--- config.mk ---
export PLATFORM = sky130hd
export DESIGN_NAME = urxc_rx_check
export DESIGN_NICKNAME = d
export VERILOG_FILES = /design/src/urxc_pkg.sv /design/src/urxc_crc16.sv /design/src/urxc_rx_check.sv
export SDC_FILE = /design/constraint.sdc
export NUM_CORES = 1
export LEC_CHECK = 0
export BUFFER_PORTS_ARGS = -buffer_cell sky130_fd_sc_hd__buf_2
export CELL_PAD_IN_SITES_DETAIL_PLACEMENT = 1
export CELL_PAD_IN_SITES_GLOBAL_PLACEMENT = 1
export CORE_ASPECT_RATIO = 1.75
export CORE_MARGIN = 2
export CORE_UTILIZATION = 49
export CTS_BUF_LIST = sky130_fd_sc_hd__clkbuf_8
export DETAILED_ROUTE_END_ITERATION = 10
export HOLD_SLACK_MARGIN = 0.08
export PLACE_DENSITY = 0.93
export SYNTH_ARGS = -nofsm -noshare
export SYNTH_HDL_FRONTEND = slang
export SYNTH_SLANG_ARGS = --single-unit
--- constraint.sdc ---
create_clock -name i_clk_sys -period 3.7 [get_ports i_clk_sys]
set_input_delay 1.11 -clock i_clk_sys [delete_from_list [all_inputs] [get_ports i_clk_sys]]
set_output_delay 1.11 -clock i_clk_sys [all_outputs]
set_load 0.05 [all_outputs]
--- src/urxc_pkg.sv ---
// Shared constants and carrier types for the receive packet check.
// Assumes one system clock; all users refer to names as urxc_pkg::name.
package urxc_pkg;

   // CRC16 as the link transmits it: register preset, polynomial, residual
   localparam logic [15:0] CRC_INIT = 16'hffff;
   localparam logic [15:0] CRC_POLY = 16'h8005;
   localparam logic [15:0] CRC_GOOD = 16'h7ff2;   // Inverted residual of a clean packet

   // Trailing CRC bytes that never go to the FIFO
   localparam logic [1:0] CRC_BYTES = 2'h2;

   // Reset values
   localparam logic [15:0] SIZE_RST = 16'h0000;

   // Byte from the receiver front end, same clock as this block
   typedef struct packed
   {
      logic vld;
      logic sop;
      logic eop;
      logic [7:0] data;
   } urxc_rx_t;

   // Byte toward the receive FIFO
   typedef struct packed
   {
      logic vld;
      logic [7:0] data;
   } urxc_wr_t;

   // Packet judging states
   typedef enum logic [1:0]
   {
      ST_IDLE = 2'b00,
      ST_RECV = 2'b01,
      ST_JUDGE = 2'b10
   } urxc_state_t;

endpackage

--- src/urxc_crc16.sv ---
// CRC16 accumulator over received bytes, bits taken least significant first.
// Assumes the caller clears it at packet start and feeds one byte per enable.
`timescale 1ns/10ps
module urxc_crc16
(
   // Clock and reset
   input wire logic i_clk_sys,
   input wire logic i_rst,
   // Byte feed
   input wire logic i_clr,
   input wire logic i_en,
   input wire logic [7:0] i_byte,
   // Result
   output logic [15:0] o_crc
);

   // One byte step of the serial CRC, bit 0 of the byte first on the wire
   function automatic logic [15:0] crc_step(input logic [15:0] c_in, input logic [7:0] d);
      logic [15:0] c;
      logic fb;
      c = c_in;
      fb = 1'b0;
      for (int i = 0; i < 8; i++)
      begin
         fb = c[15] ^ d[i];
         c = {c[14:0], 1'b0};
         if (fb)
         begin
            c = c ^ urxc_pkg::CRC_POLY;
         end
      end
      return c;
   endfunction

   // Clear has priority so a start byte seeds from the preset value
   always_ff @(posedge i_clk_sys)
   begin
      if (i_rst)
         o_crc <= urxc_pkg::CRC_INIT;
      else if (i_clr && i_en)
         o_crc <= crc_step(urxc_pkg::CRC_INIT, i_byte);
      else if (i_clr)
         o_crc <= urxc_pkg::CRC_INIT;
      else if (i_en)
         o_crc <= crc_step(o_crc, i_byte);
   end

endmodule

--- src/urxc_rx_check.sv ---
// Receive packet check of a device-mode link controller: CRC, FIFO feed,
// handshake decision, error flag and received size.
// Assumes the front end delivers bytes on i_clk_sys with eop on the last byte.
//
// Function
// - Packet good when CRC residual matches constant
// - Front-end controls arrive together, never staggered
// - Non-isochronous CRC failure drops in-flight FIFO data
// - Non-isochronous CRC failure sends no ACK
// - Isochronous CRC failure raises software-visible error
// - Isochronous CRC failure keeps bytes in FIFO
// - Isochronous packet byte count captured for software
// - All transfer types share one datapath
`timescale 1ns/10ps
module urxc_rx_check
#(
   parameter int SIZE_W = 16
)
(
   // Clock and reset
   input wire logic i_clk_sys,
   input wire logic i_rst,
   // Mode
   input wire logic i_dev_mode,
   input wire logic i_iso,
   // Received bytes
   input wire urxc_pkg::urxc_rx_t i_rx,
   // Software side
   input wire logic i_crc_err_clr,
   output logic o_crc_err,
   output logic [SIZE_W-1:0] o_rx_size,
   output logic o_size_upd,
   // FIFO side
   output urxc_pkg::urxc_wr_t o_fifo_wr,
   output logic o_fifo_commit,
   output logic o_fifo_drop,
   // Handshake request
   output logic o_ack
);

   urxc_pkg::urxc_state_t state_ff;
   urxc_pkg::urxc_state_t nxt_state;
   urxc_pkg::urxc_rx_t rx_ff;
   logic [7:0] hold0_ff;
   logic [7:0] hold1_ff;
   logic [1:0] held_ff;
   logic iso_ff;
   logic [SIZE_W-1:0] cnt_ff;
   logic [15:0] crc;
   logic take;
   logic push;
   logic good;
   logic judge;
   logic start;

   // A taken byte that carries the start mark opens a new packet; the same
   // decode steers the sequencer, the type latch and the byte counter
   function automatic logic opens(input logic taken, input urxc_pkg::urxc_rx_t b);
      return taken && b.sop;
   endfunction

   // Front-end controls are captured in one register stage as a bundle, so
   // valid, start and end are seen in the same cycle with their byte
   always_ff @(posedge i_clk_sys)
   begin
      if (i_rst)
         rx_ff <= '0;
      else
         rx_ff <= i_rx;
   end

   assign take = rx_ff.vld && i_dev_mode;
   assign start = opens(take, rx_ff);
   assign judge = (state_ff == urxc_pkg::ST_JUDGE);
   // A byte leaves the hold line only once two newer bytes stand behind it
   assign push = take && (held_ff == urxc_pkg::CRC_BYTES);
   assign good = (~crc == urxc_pkg::CRC_GOOD);

   // One CRC engine for every transfer type
   urxc_crc16 u_crc
   (
      .i_clk_sys(i_clk_sys),
      .i_rst(i_rst),
      .i_clr(rx_ff.sop),
      .i_en(take),
      .i_byte(rx_ff.data),
      .o_crc(crc)
   );

   // Packet sequencing
   always_comb
   begin
      nxt_state = state_ff;
      case (state_ff)
         urxc_pkg::ST_IDLE:
         begin
            if (start && rx_ff.eop)
               nxt_state = urxc_pkg::ST_JUDGE;
            else if (start)
               nxt_state = urxc_pkg::ST_RECV;
         end
         urxc_pkg::ST_RECV:
         begin
            if (!i_dev_mode)
               nxt_state = urxc_pkg::ST_IDLE;
            else if (take && rx_ff.eop)
               nxt_state = urxc_pkg::ST_JUDGE;
         end
         urxc_pkg::ST_JUDGE:
         begin
            // A start byte may follow the end byte at once; it must open
            // the next packet here, or that whole packet would be lost
            if (start && rx_ff.eop)
               nxt_state = urxc_pkg::ST_JUDGE;
            else if (start)
               nxt_state = urxc_pkg::ST_RECV;
            else
               nxt_state = urxc_pkg::ST_IDLE;
         end
         default:
            nxt_state = urxc_pkg::ST_IDLE;
      endcase
   end

   always_ff @(posedge i_clk_sys)
   begin
      if (i_rst)
         state_ff <= urxc_pkg::ST_IDLE;
      else
         state_ff <= nxt_state;
   end

   // Transfer type is latched at start so a mid-packet change cannot split it
   always_ff @(posedge i_clk_sys)
   begin
      if (i_rst)
         iso_ff <= 1'b0;
      else if (start)
         iso_ff <= i_iso;
   end

   // Two-byte hold line keeps the trailing CRC out of the FIFO
   always_ff @(posedge i_clk_sys)
   begin
      if (i_rst)
      begin
         hold0_ff <= 8'h00;
         hold1_ff <= 8'h00;
         held_ff <= 2'h0;
      end
      else if (take)
      begin
         hold0_ff <= rx_ff.sop ? rx_ff.data : hold1_ff;
         hold1_ff <= rx_ff.data;
         if (rx_ff.sop)
            held_ff <= 2'h1;
         else if (held_ff != urxc_pkg::CRC_BYTES)
            held_ff <= held_ff + 2'h1;
      end
      else if (judge)
      begin
         held_ff <= 2'h0;
      end
   end

   // FIFO write stream, the same path whatever the transfer type
   always_ff @(posedge i_clk_sys)
   begin
      if (i_rst)
         o_fifo_wr <= '0;
      else
      begin
         o_fifo_wr.vld <= push && !rx_ff.sop;
         o_fifo_wr.data <= hold0_ff;
      end
   end

   // Counts exactly the bytes written; the final byte is counted in the
   // same cycle it is pushed, so no off-by-one slips into the size
   always_ff @(posedge i_clk_sys)
   begin
      if (i_rst)
         cnt_ff <= '0;
      else if (start)
         cnt_ff <= '0;
      else if (push)
         cnt_ff <= cnt_ff + SIZE_W'(1);
   end

   // Verdict: bad non-isochronous data is flushed and gets no handshake;
   // isochronous data is always kept since the host never resends it
   always_ff @(posedge i_clk_sys)
   begin
      if (i_rst)
      begin
         o_fifo_commit <= 1'b0;
         o_fifo_drop <= 1'b0;
         o_ack <= 1'b0;
      end
      else
      begin
         o_fifo_commit <= judge && (iso_ff || good);
         o_fifo_drop <= judge && !iso_ff && !good;
         o_ack <= judge && !iso_ff && good;
      end
   end

   // Received size for software, updated for each isochronous packet
   always_ff @(posedge i_clk_sys)
   begin
      if (i_rst)
      begin
         o_rx_size <= SIZE_W'(urxc_pkg::SIZE_RST);
         o_size_upd <= 1'b0;
      end
      else
      begin
         o_size_upd <= judge && iso_ff;
         if (judge && iso_ff)
            o_rx_size <= cnt_ff;
      end
   end

   // Sticky error flag; a new error in the clearing cycle wins
   always_ff @(posedge i_clk_sys)
   begin
      if (i_rst)
         o_crc_err <= 1'b0;
      else if (judge && iso_ff && !good)
         o_crc_err <= 1'b1;
      else if (i_crc_err_clr)
         o_crc_err <= 1'b0;
   end

endmodule

==> results.md, run 1 <==
| Result | Value | Unit |
| --- | --- | --- |
| Status | complete, no violations | - |
| Worst VDD drop | 0.259 | mV |
| Cts hold-fix bufs | 0 | - |
| Setup CP Type | in2reg | - |
| Portion of synthesized cell area occupied by the leading cell type | 49.0 | % |
| Area used by sequential logic in the layout | 1880 | sq um |
| Ranking of synthesized cells by instance count | 94 x sky130_fd_sc_hd__dfxtp_1, 67 x sky130_fd_sc_hd__nand2_1, 48 x sky130_fd_sc_hd__nor2_1, 36 x sky130_fd_sc_hd__a21oi_1, 25 x sky130_fd_sc_hd__xnor2_1 | - |
| First-pass iteration count of the detailed router | 4 | - |
| Maximum number of pins on one net before global-route repair | 58 | - |
| Beginning of the worst register-to-register path | rx_ff[2] | - |
| Final Setup Violations | 0 | - |
| Detailed-route vias per instance | 5.46 | - |
| Ratio of total power to cell area | 454 | nW/um^2 |
| Sequential area share after synthesis | 49.0 | % |
| Violation count after the first detailed-routing iteration | 107 | - |
| Number of antenna violations at the first check in global routing | 0 | - |
| Number of library cell types mapped by synthesis | 44 | - |
| Synth Cell Area | 3840 | sq um |
| R2r setup slk | 1590 | ps |
| Hold Crit Class | reg2reg | - |
| Largest clock skew in the final design | 10.7 | ps |
| Shortest clock period the worst path allows after layout | 2290 | ps |
| Data required, critical path | 3940 | ps |
| Sum of net half-perimeters after detailed placement | 6650 | um |
| Fin util | 56.7 | % |
| Area occupied by multi-input gates | 1830 | sq um |
| Routability congestion estimate | 0.835 | - |
| Count of non-filler cells in the finished layout | 562 | - |
| Die area | 8590 | sq um |
| Min-delay src | o_rx_size[5] | - |
| # IOs | 46 | - |
| Flops & latches, synth | 94 | - |
| Peak Freq | 437 | MHz |
| Number of slew-limit violations in the final report | 0 | - |
| Routed vias | 3069 | - |
| All-layer global routing usage | 23.2 | % |
| TritonCTS clock tree | built | - |
| Synthesized area per cell | 8.83 | sq um |
| Post-route antenna net violation count | 0 | - |
| Overall die height | 121 | um |
| Die outline width | 70.9 | um |
| Cell chosen for the clock root | sky130_fd_sc_hd__clkbuf_8 | - |
| Slew Limit Headroom | 44.6 | % |
| Starting utilization of the core area | 50.8 | % |
| Synthesis Warnings | 0 | - |
| Share of final-layout standard cells stronger than drive strength 1 | 14.3 | % |
| Origin of the worst setup path | i_dev_mode | - |
| Row count | 42 | - |
| Number of remaining DRC errors | 0 | - |
| Cell types with the largest area share after synthesis | sky130_fd_sc_hd__dfxtp_1 49%, sky130_fd_sc_hd__nand2_1 6.5%, sky130_fd_sc_hd__xnor2_1 5.7% | - |
| Clock sinks | 94 | - |
| Kind of capture point of the worst setup path | flop | - |
| RSZ-0062 raised after global routing | no | - |
| Cells after DPL | 546 | - |
| Count of buffers added by post-CTS timing repair for setup | 0 | - |
| Global-route wire length before repair | 15400 | um |
| Setup crit start kind | primary input | - |
| Number of nets in the synthesized netlist | 453 | - |
| Leakage dissipation | 0.00168 | uW |
| Antenna cell count | 0 | - |
| Standard cell core area | 7570 | sq um |
| Global-route congestion overflow total | 0 | - |
| Leading register cell type out of synthesis | sky130_fd_sc_hd__dfxtp_1 | - |
| Number of fillers in the final layout | 920 | - |
| Slew at the pin closest to its max-slew limit | 828 | ps |
| Number of synthesized flops with an enable pin | 0 | - |
| Clock slew at the register clock pins of the worst setup and hold paths | 90 | ps |
| Worst hold slack across all endpoints | 458 | ps |
| Clock H-tree levels | 3 | - |
| Number of maximum-capacitance constraint violations | 0 | - |
| # nets final | 487 | - |
| Number of global-route vias before repair | 3230 | - |
| Area growth, synth to finish | 11.6 | % |
| Worst-case clock buffer depth | 2 | - |
| Synth Instances | 435 | - |
| Post-CTS resize count | 0 | - |
| Maximum fanout along the worst path | 8 | - |
| Arrival time worst endpoint | 2530 | ps |
| Ys async rst share | 0 | % |
| Final hold viol count | 0 | - |
| Cell type contributing the most total cell area after synthesis | sky130_fd_sc_hd__dfxtp_1 | - |
| Sum Neg Setup Slack | 0 | ps |
| Routed WL per cell | 16.6 | um |
| Routed wire length | 9350 | um |
| Cell with the most instances after synthesis | sky130_fd_sc_hd__dfxtp_1 | - |
| Clock insertion delay at the later pin of the skew report | 370 | ps |
| Number of buffers added by the clock tree synthesis step | 9 | - |
| Tcrit/Tclk final | 61.8 | % |
| Buffers on Ports | 45 | - |
==> path summary, 6_finish.rpt <==
kind,endpoint,depth (start not counted)
min reg2reg,o_rx_size[5],2
max,cnt_ff[9],7
min,o_rx_size[5],2
max reg2reg,u_crc.o_crc[15],6
==> power breakdown <==
group	internal, uW	switching, uW
logic	87.6	116
clock network	315	368
registers	1040	26.1
total	1440	510
==> layer usage <==
metal	track usage [%]	up-vias	part of all wire, %
met5	0	-	0
met4	12.3	0	3.2
met3	4.65	20	2.7
met2	44.6	60	57
met1	22.4	1484	37
li1	-	1505	-
==> through the flow <==
stage	cell area [sq um]	power [uW]	worst slack (ps)
floorplan	3840	1240	1450
global placement	4090	1270	1140
detailed placement	4090	1290	1080
CTS	4290	1970	1430
global route	4290	2020	1190
finish	4290	1950	1410
==> critical path, stage by stage <==
cell                      delay [ps]
sky130_fd_sc_hd__buf_2           110
sky130_fd_sc_hd__and3_1          330
sky130_fd_sc_hd__nand4_1         270
sky130_fd_sc_hd__nor2_1          320
sky130_fd_sc_hd__nand4_1         150
sky130_fd_sc_hd__xor2_1          190
sky130_fd_sc_hd__nor2_1           50
==> cells by family (layout without fill, tap and decap cells) <==
| family | Yosys count | after routing | share of synthesized area, % |
|---|---|---|---|
| fa+ha+maj | 2 | 2 | 0.651 |
| mux | 10 | 10 | 2.61 |
| compound gates | 61 | 61 | 9.48 |
| flops | 94 | 94 | 49.0 |
| xor+xnor | 47 | 47 | 11.3 |
| buf+inv | 30 | 69 | 3.49 |
| simple gates | 191 | 191 | 23.5 |
==> layout by cell type, fill, tap and decap left out, types with 2 or more instances in the layout <==
cell	Yosys	final
sky130_fd_sc_hd__a211oi_1	8	8
sky130_fd_sc_hd__a21o_1	2	2
sky130_fd_sc_hd__a21oi_1	36	36
sky130_fd_sc_hd__and2_1	3	3
sky130_fd_sc_hd__and3_1	3	3
sky130_fd_sc_hd__and4_1	2	2
sky130_fd_sc_hd__buf_2	2	45
sky130_fd_sc_hd__buf_4	0	5
sky130_fd_sc_hd__clkbuf_8	0	9
sky130_fd_sc_hd__dfxtp_1	94	94
sky130_fd_sc_hd__ha_1	2	2
sky130_fd_sc_hd__inv_1	3	4
sky130_fd_sc_hd__inv_6	0	2
sky130_fd_sc_hd__mux2i_1	10	10
sky130_fd_sc_hd__nand2_1	67	67
sky130_fd_sc_hd__nand2b_1	10	10
sky130_fd_sc_hd__nand3_1	11	11
sky130_fd_sc_hd__nand4_1	6	6
sky130_fd_sc_hd__nor2_1	48	48
sky130_fd_sc_hd__nor2b_1	21	21
sky130_fd_sc_hd__nor3_1	8	8
sky130_fd_sc_hd__nor4_1	2	2
sky130_fd_sc_hd__nor4b_1	2	2
sky130_fd_sc_hd__o21ai_1	3	3
sky130_fd_sc_hd__o22ai_1	2	2
sky130_fd_sc_hd__o32ai_1	2	2
sky130_fd_sc_hd__or2_1	4	4
sky130_fd_sc_hd__xnor2_1	25	25
sky130_fd_sc_hd__xor2_1	20	20
==> flip-flops by register name, indices dropped and copies added, names as in the netlist <==
name           flops
rx_ff             11
held_ff            2
hold0_ff           8
o_ack              1
u_crc.o_crc       16
o_crc_err          1
o_rx_size         16
hold1_ff           8
o_size_upd         1
state_ff           2
o_fifo_drop        1
cnt_ff            16
o_fifo_commit      1
o_fifo_wr          9
iso_ff             1
==> cell type report <==
class | count | area share, %
inverter | 3 | 0.263
tap | 88 | 2.57
clock inverter | 7 | 1.69
clock buffer | 9 | 2.89
timing repair buffer | 50 | 6.13
multi-input combinational | 311 | 42.6
sequential | 94 | 43.9
No activity file was read; power rests on OpenSTA's default activity.
==> run 2, diff against run 1 <==
Settings changed: CORE_UTILIZATION 49 to 45, PLACE_DENSITY 0.93 to 0.87.
Clock period 3.7 ns to 2.15 ns, I/O delays scaled along.
==> run 2 against run 1 <==
  * Critical path depth shrank 1
  * Via count increased by 1.6%
  * Cell count is 7.3% higher
  * Clock power up 82%
  * Utilization decreased by 3.0 points
  * Sequential power rose by 73%
  * Sequential cell count stayed put
  * Worst setup slack got worse by 1200 ps
  * Largest cell class unchanged
  * Largest power group unchanged
==> results.md, run 2 (same netlist as run 1, synthesis figures left out) <==
| Result | Value | Unit |
| --- | --- | --- |
| Global-route wire length before repair | 15800 | um |
| Standard cell core area | 8310 | sq um |
| Worst VDD drop | 0.472 | mV |
| Number of buffers added by the clock tree synthesis step | 9 | - |
| Violation count after the first detailed-routing iteration | 106 | - |
| # IOs | 46 | - |
| Setup crit start kind | flop | - |
| Tcrit/Tclk final | 90.6 | % |
| Maximum fanout along the worst path | 4 | - |
| Row count | 44 | - |
| Fin util | 53.6 | % |
| Beginning of the worst register-to-register path | u_crc.o_crc[12] | - |
| Final hold viol count | 0 | - |
| Count of non-filler cells in the finished layout | 603 | - |
| Worst-case clock buffer depth | 2 | - |
| Kind of capture point of the worst setup path | flop | - |
| Antenna cell count | 0 | - |
| Worst hold slack across all endpoints | 458 | ps |
| Origin of the worst setup path | u_crc.o_crc[12] | - |
| Global-route congestion overflow total | 0 | - |
| Shortest clock period the worst path allows after layout | 1950 | ps |
| R2r setup slk | 200 | ps |
| First-pass iteration count of the detailed router | 4 | - |
| Most frequent cells in the layout | 94 x sky130_fd_sc_hd__dfxtp_1, 67 x sky130_fd_sc_hd__nand2_1, 48 x sky130_fd_sc_hd__nor2_1, 45 x sky130_fd_sc_hd__buf_2, 36 x sky130_fd_sc_hd__a21oi_1 | - |
| Post-CTS resize count | 0 | - |
| Largest registers | cnt_ff x16, o_rx_size x16, u_crc.o_crc x16 | - |
| Cells after DPL | 587 | - |
| Detailed-route vias per instance | 5.17 | - |
| Arrival time worst endpoint | 2210 | ps |
| Maximum number of pins on one net before global-route repair | 46 | - |
| TritonCTS clock tree | built | - |
| Number of cells on the worst reg-to-reg path | 6 | - |
| Cell internal pwr | 2560 | uW |
| Clock insertion delay at the later pin of the skew report | 370 | ps |
| Leakage dissipation | 0.00176 | uW |
| Sum of net half-perimeters after detailed placement | 6990 | um |
| Clock power frac | 36.1 | % |
| Count of buffers added by post-CTS timing repair for setup | 0 | - |
| Seq pwr share | 53.2 | % |
| Critical path destination | u_crc.o_crc[15] | - |
| Setup CP Type | reg2reg | - |
| Area growth, synth to finish | 16.1 | % |
| Starting utilization of the core area | 46.2 | % |
| Peak Freq | 513 | MHz |
| Routed wire length | 9510 | um |
| Number of slew-limit violations in the final report | 0 | - |
| Buffers on Ports | 45 | - |
| Routability congestion estimate | 0.819 | - |
| Routed WL per cell | 15.8 | um |
| Slew at the pin closest to its max-slew limit | 850 | ps |
| Status | complete, no violations | - |
| End of the worst register-to-register path | u_crc.o_crc[15] | - |
| # nets final | 501 | - |
| Switching Power | 875 | uW |
| Slew Limit Headroom | 43.2 | % |
| Number of global-route vias before repair | 3296 | - |
| Min-delay src | o_rx_size[10] | - |
| RSZ-0062 raised after global routing | no | - |
| Die area | 9320 | sq um |
| Ratio of total power to cell area | 771 | nW/um^2 |
| Cts hold-fix bufs | 0 | - |
| Clock sinks | 94 | - |
| Number of maximum-capacitance constraint violations | 0 | - |
| Overall die height | 126 | um |
| Routed vias | 3117 | - |
| Sum Neg Setup Slack | 0 | ps |
| Largest clock skew in the final design | 8.86 | ps |
| Final Setup Violations | 0 | - |
| Combinational cell fraction of total power | 10.7 | % |
| Share of final-layout standard cells stronger than drive strength 1 | 17.0 | % |
| Hold Crit Class | reg2reg | - |
| All-layer global routing usage | 22.2 | % |
| Most common cell after layout, fill and taps aside | sky130_fd_sc_hd__dfxtp_1 | - |
| Cell chosen for the clock root | sky130_fd_sc_hd__clkbuf_8 | - |
| Die outline width | 73.8 | um |
| Number of antenna violations at the first check in global routing | 0 | - |
| Number of remaining DRC errors | 0 | - |
| Sw Share | 25.5 | % |
| Clock H-tree levels | 3 | - |
| Clock slew at the register clock pins of the worst setup and hold paths | 90 | ps |
| Post-route antenna net violation count | 0 | - |
| Data required, critical path | 2410 | ps |
## run 2: cell count changes in the layout (fill, tap and decap cells not counted), sizes merged
cell	delta
clkinvlp	-1
inv	-2
clkinv	+1
buf	+14
clkbuf	+2
## run 2: layer usage
metal  global-route usage [%]  wire length (um)
met2                     42.8              5630
met5                        0                 0
met4                     8.88               232
met1                     21.9              3450
met3                     4.08               194
## run 2: worst max-delay path: stages, from the launching register on
cell	delay (ps)
sky130_fd_sc_hd__dfxtp_1	370
sky130_fd_sc_hd__xnor2_1	490
sky130_fd_sc_hd__xnor2_1	160
sky130_fd_sc_hd__xnor2_1	330
sky130_fd_sc_hd__xor3_1	290
sky130_fd_sc_hd__nor3_2	140
sky130_fd_sc_hd__o21bai_2	60
## run 2: worst min-delay path by stage
stage	slack (ps)	endpoint	depth (start not counted)
final	460	o_rx_size[10]	2
after floorplan	440	hold1_ff[0]	2
after CTS	460	hold1_ff[5]	2
after global routing	480	o_rx_size[7]	2
after detailed placement	450	hold1_ff[5]	2
after global placement	440	o_rx_size[9]	2
## run 2: power groups by stage
stage / registers (uW) / clock network (uW) / logic (uW)
after detailed placement: 1870 / 0 / 368
final: 1830 / 1240 / 369
after floorplan: 1860 / 0 / 265
after global placement: 1860 / 0 / 351
after global routing: 1830 / 1340 / 401
after CTS: 1830 / 1260 / 372
## run 2: stage by stage
stage                     instance area, sq um  setup slack, ps  total power [uW]
after floorplan                           3840              361              2130
after global placement                    4240              341              2210
after detailed placement                  4240              222              2230
after CTS                                 4460              215              3460
after global routing                      4460              111              3570
final                                     4460              201              3440
## run 2: final cells by class
| cell class | count | area, sq um |
|---|---|---|
| Fill cell | 989 | 3850 |
| Tap cell | 115 | 144 |
| Multi-Input combinational cell | 311 | 1830 |
| Sequential cell | 94 | 1880 |
| Inverter | 3 | 11.3 |
| Clock inverter | 5 | 65.1 |
| Clock buffer | 11 | 151 |
| Timing Repair Buffer | 64 | 380 |
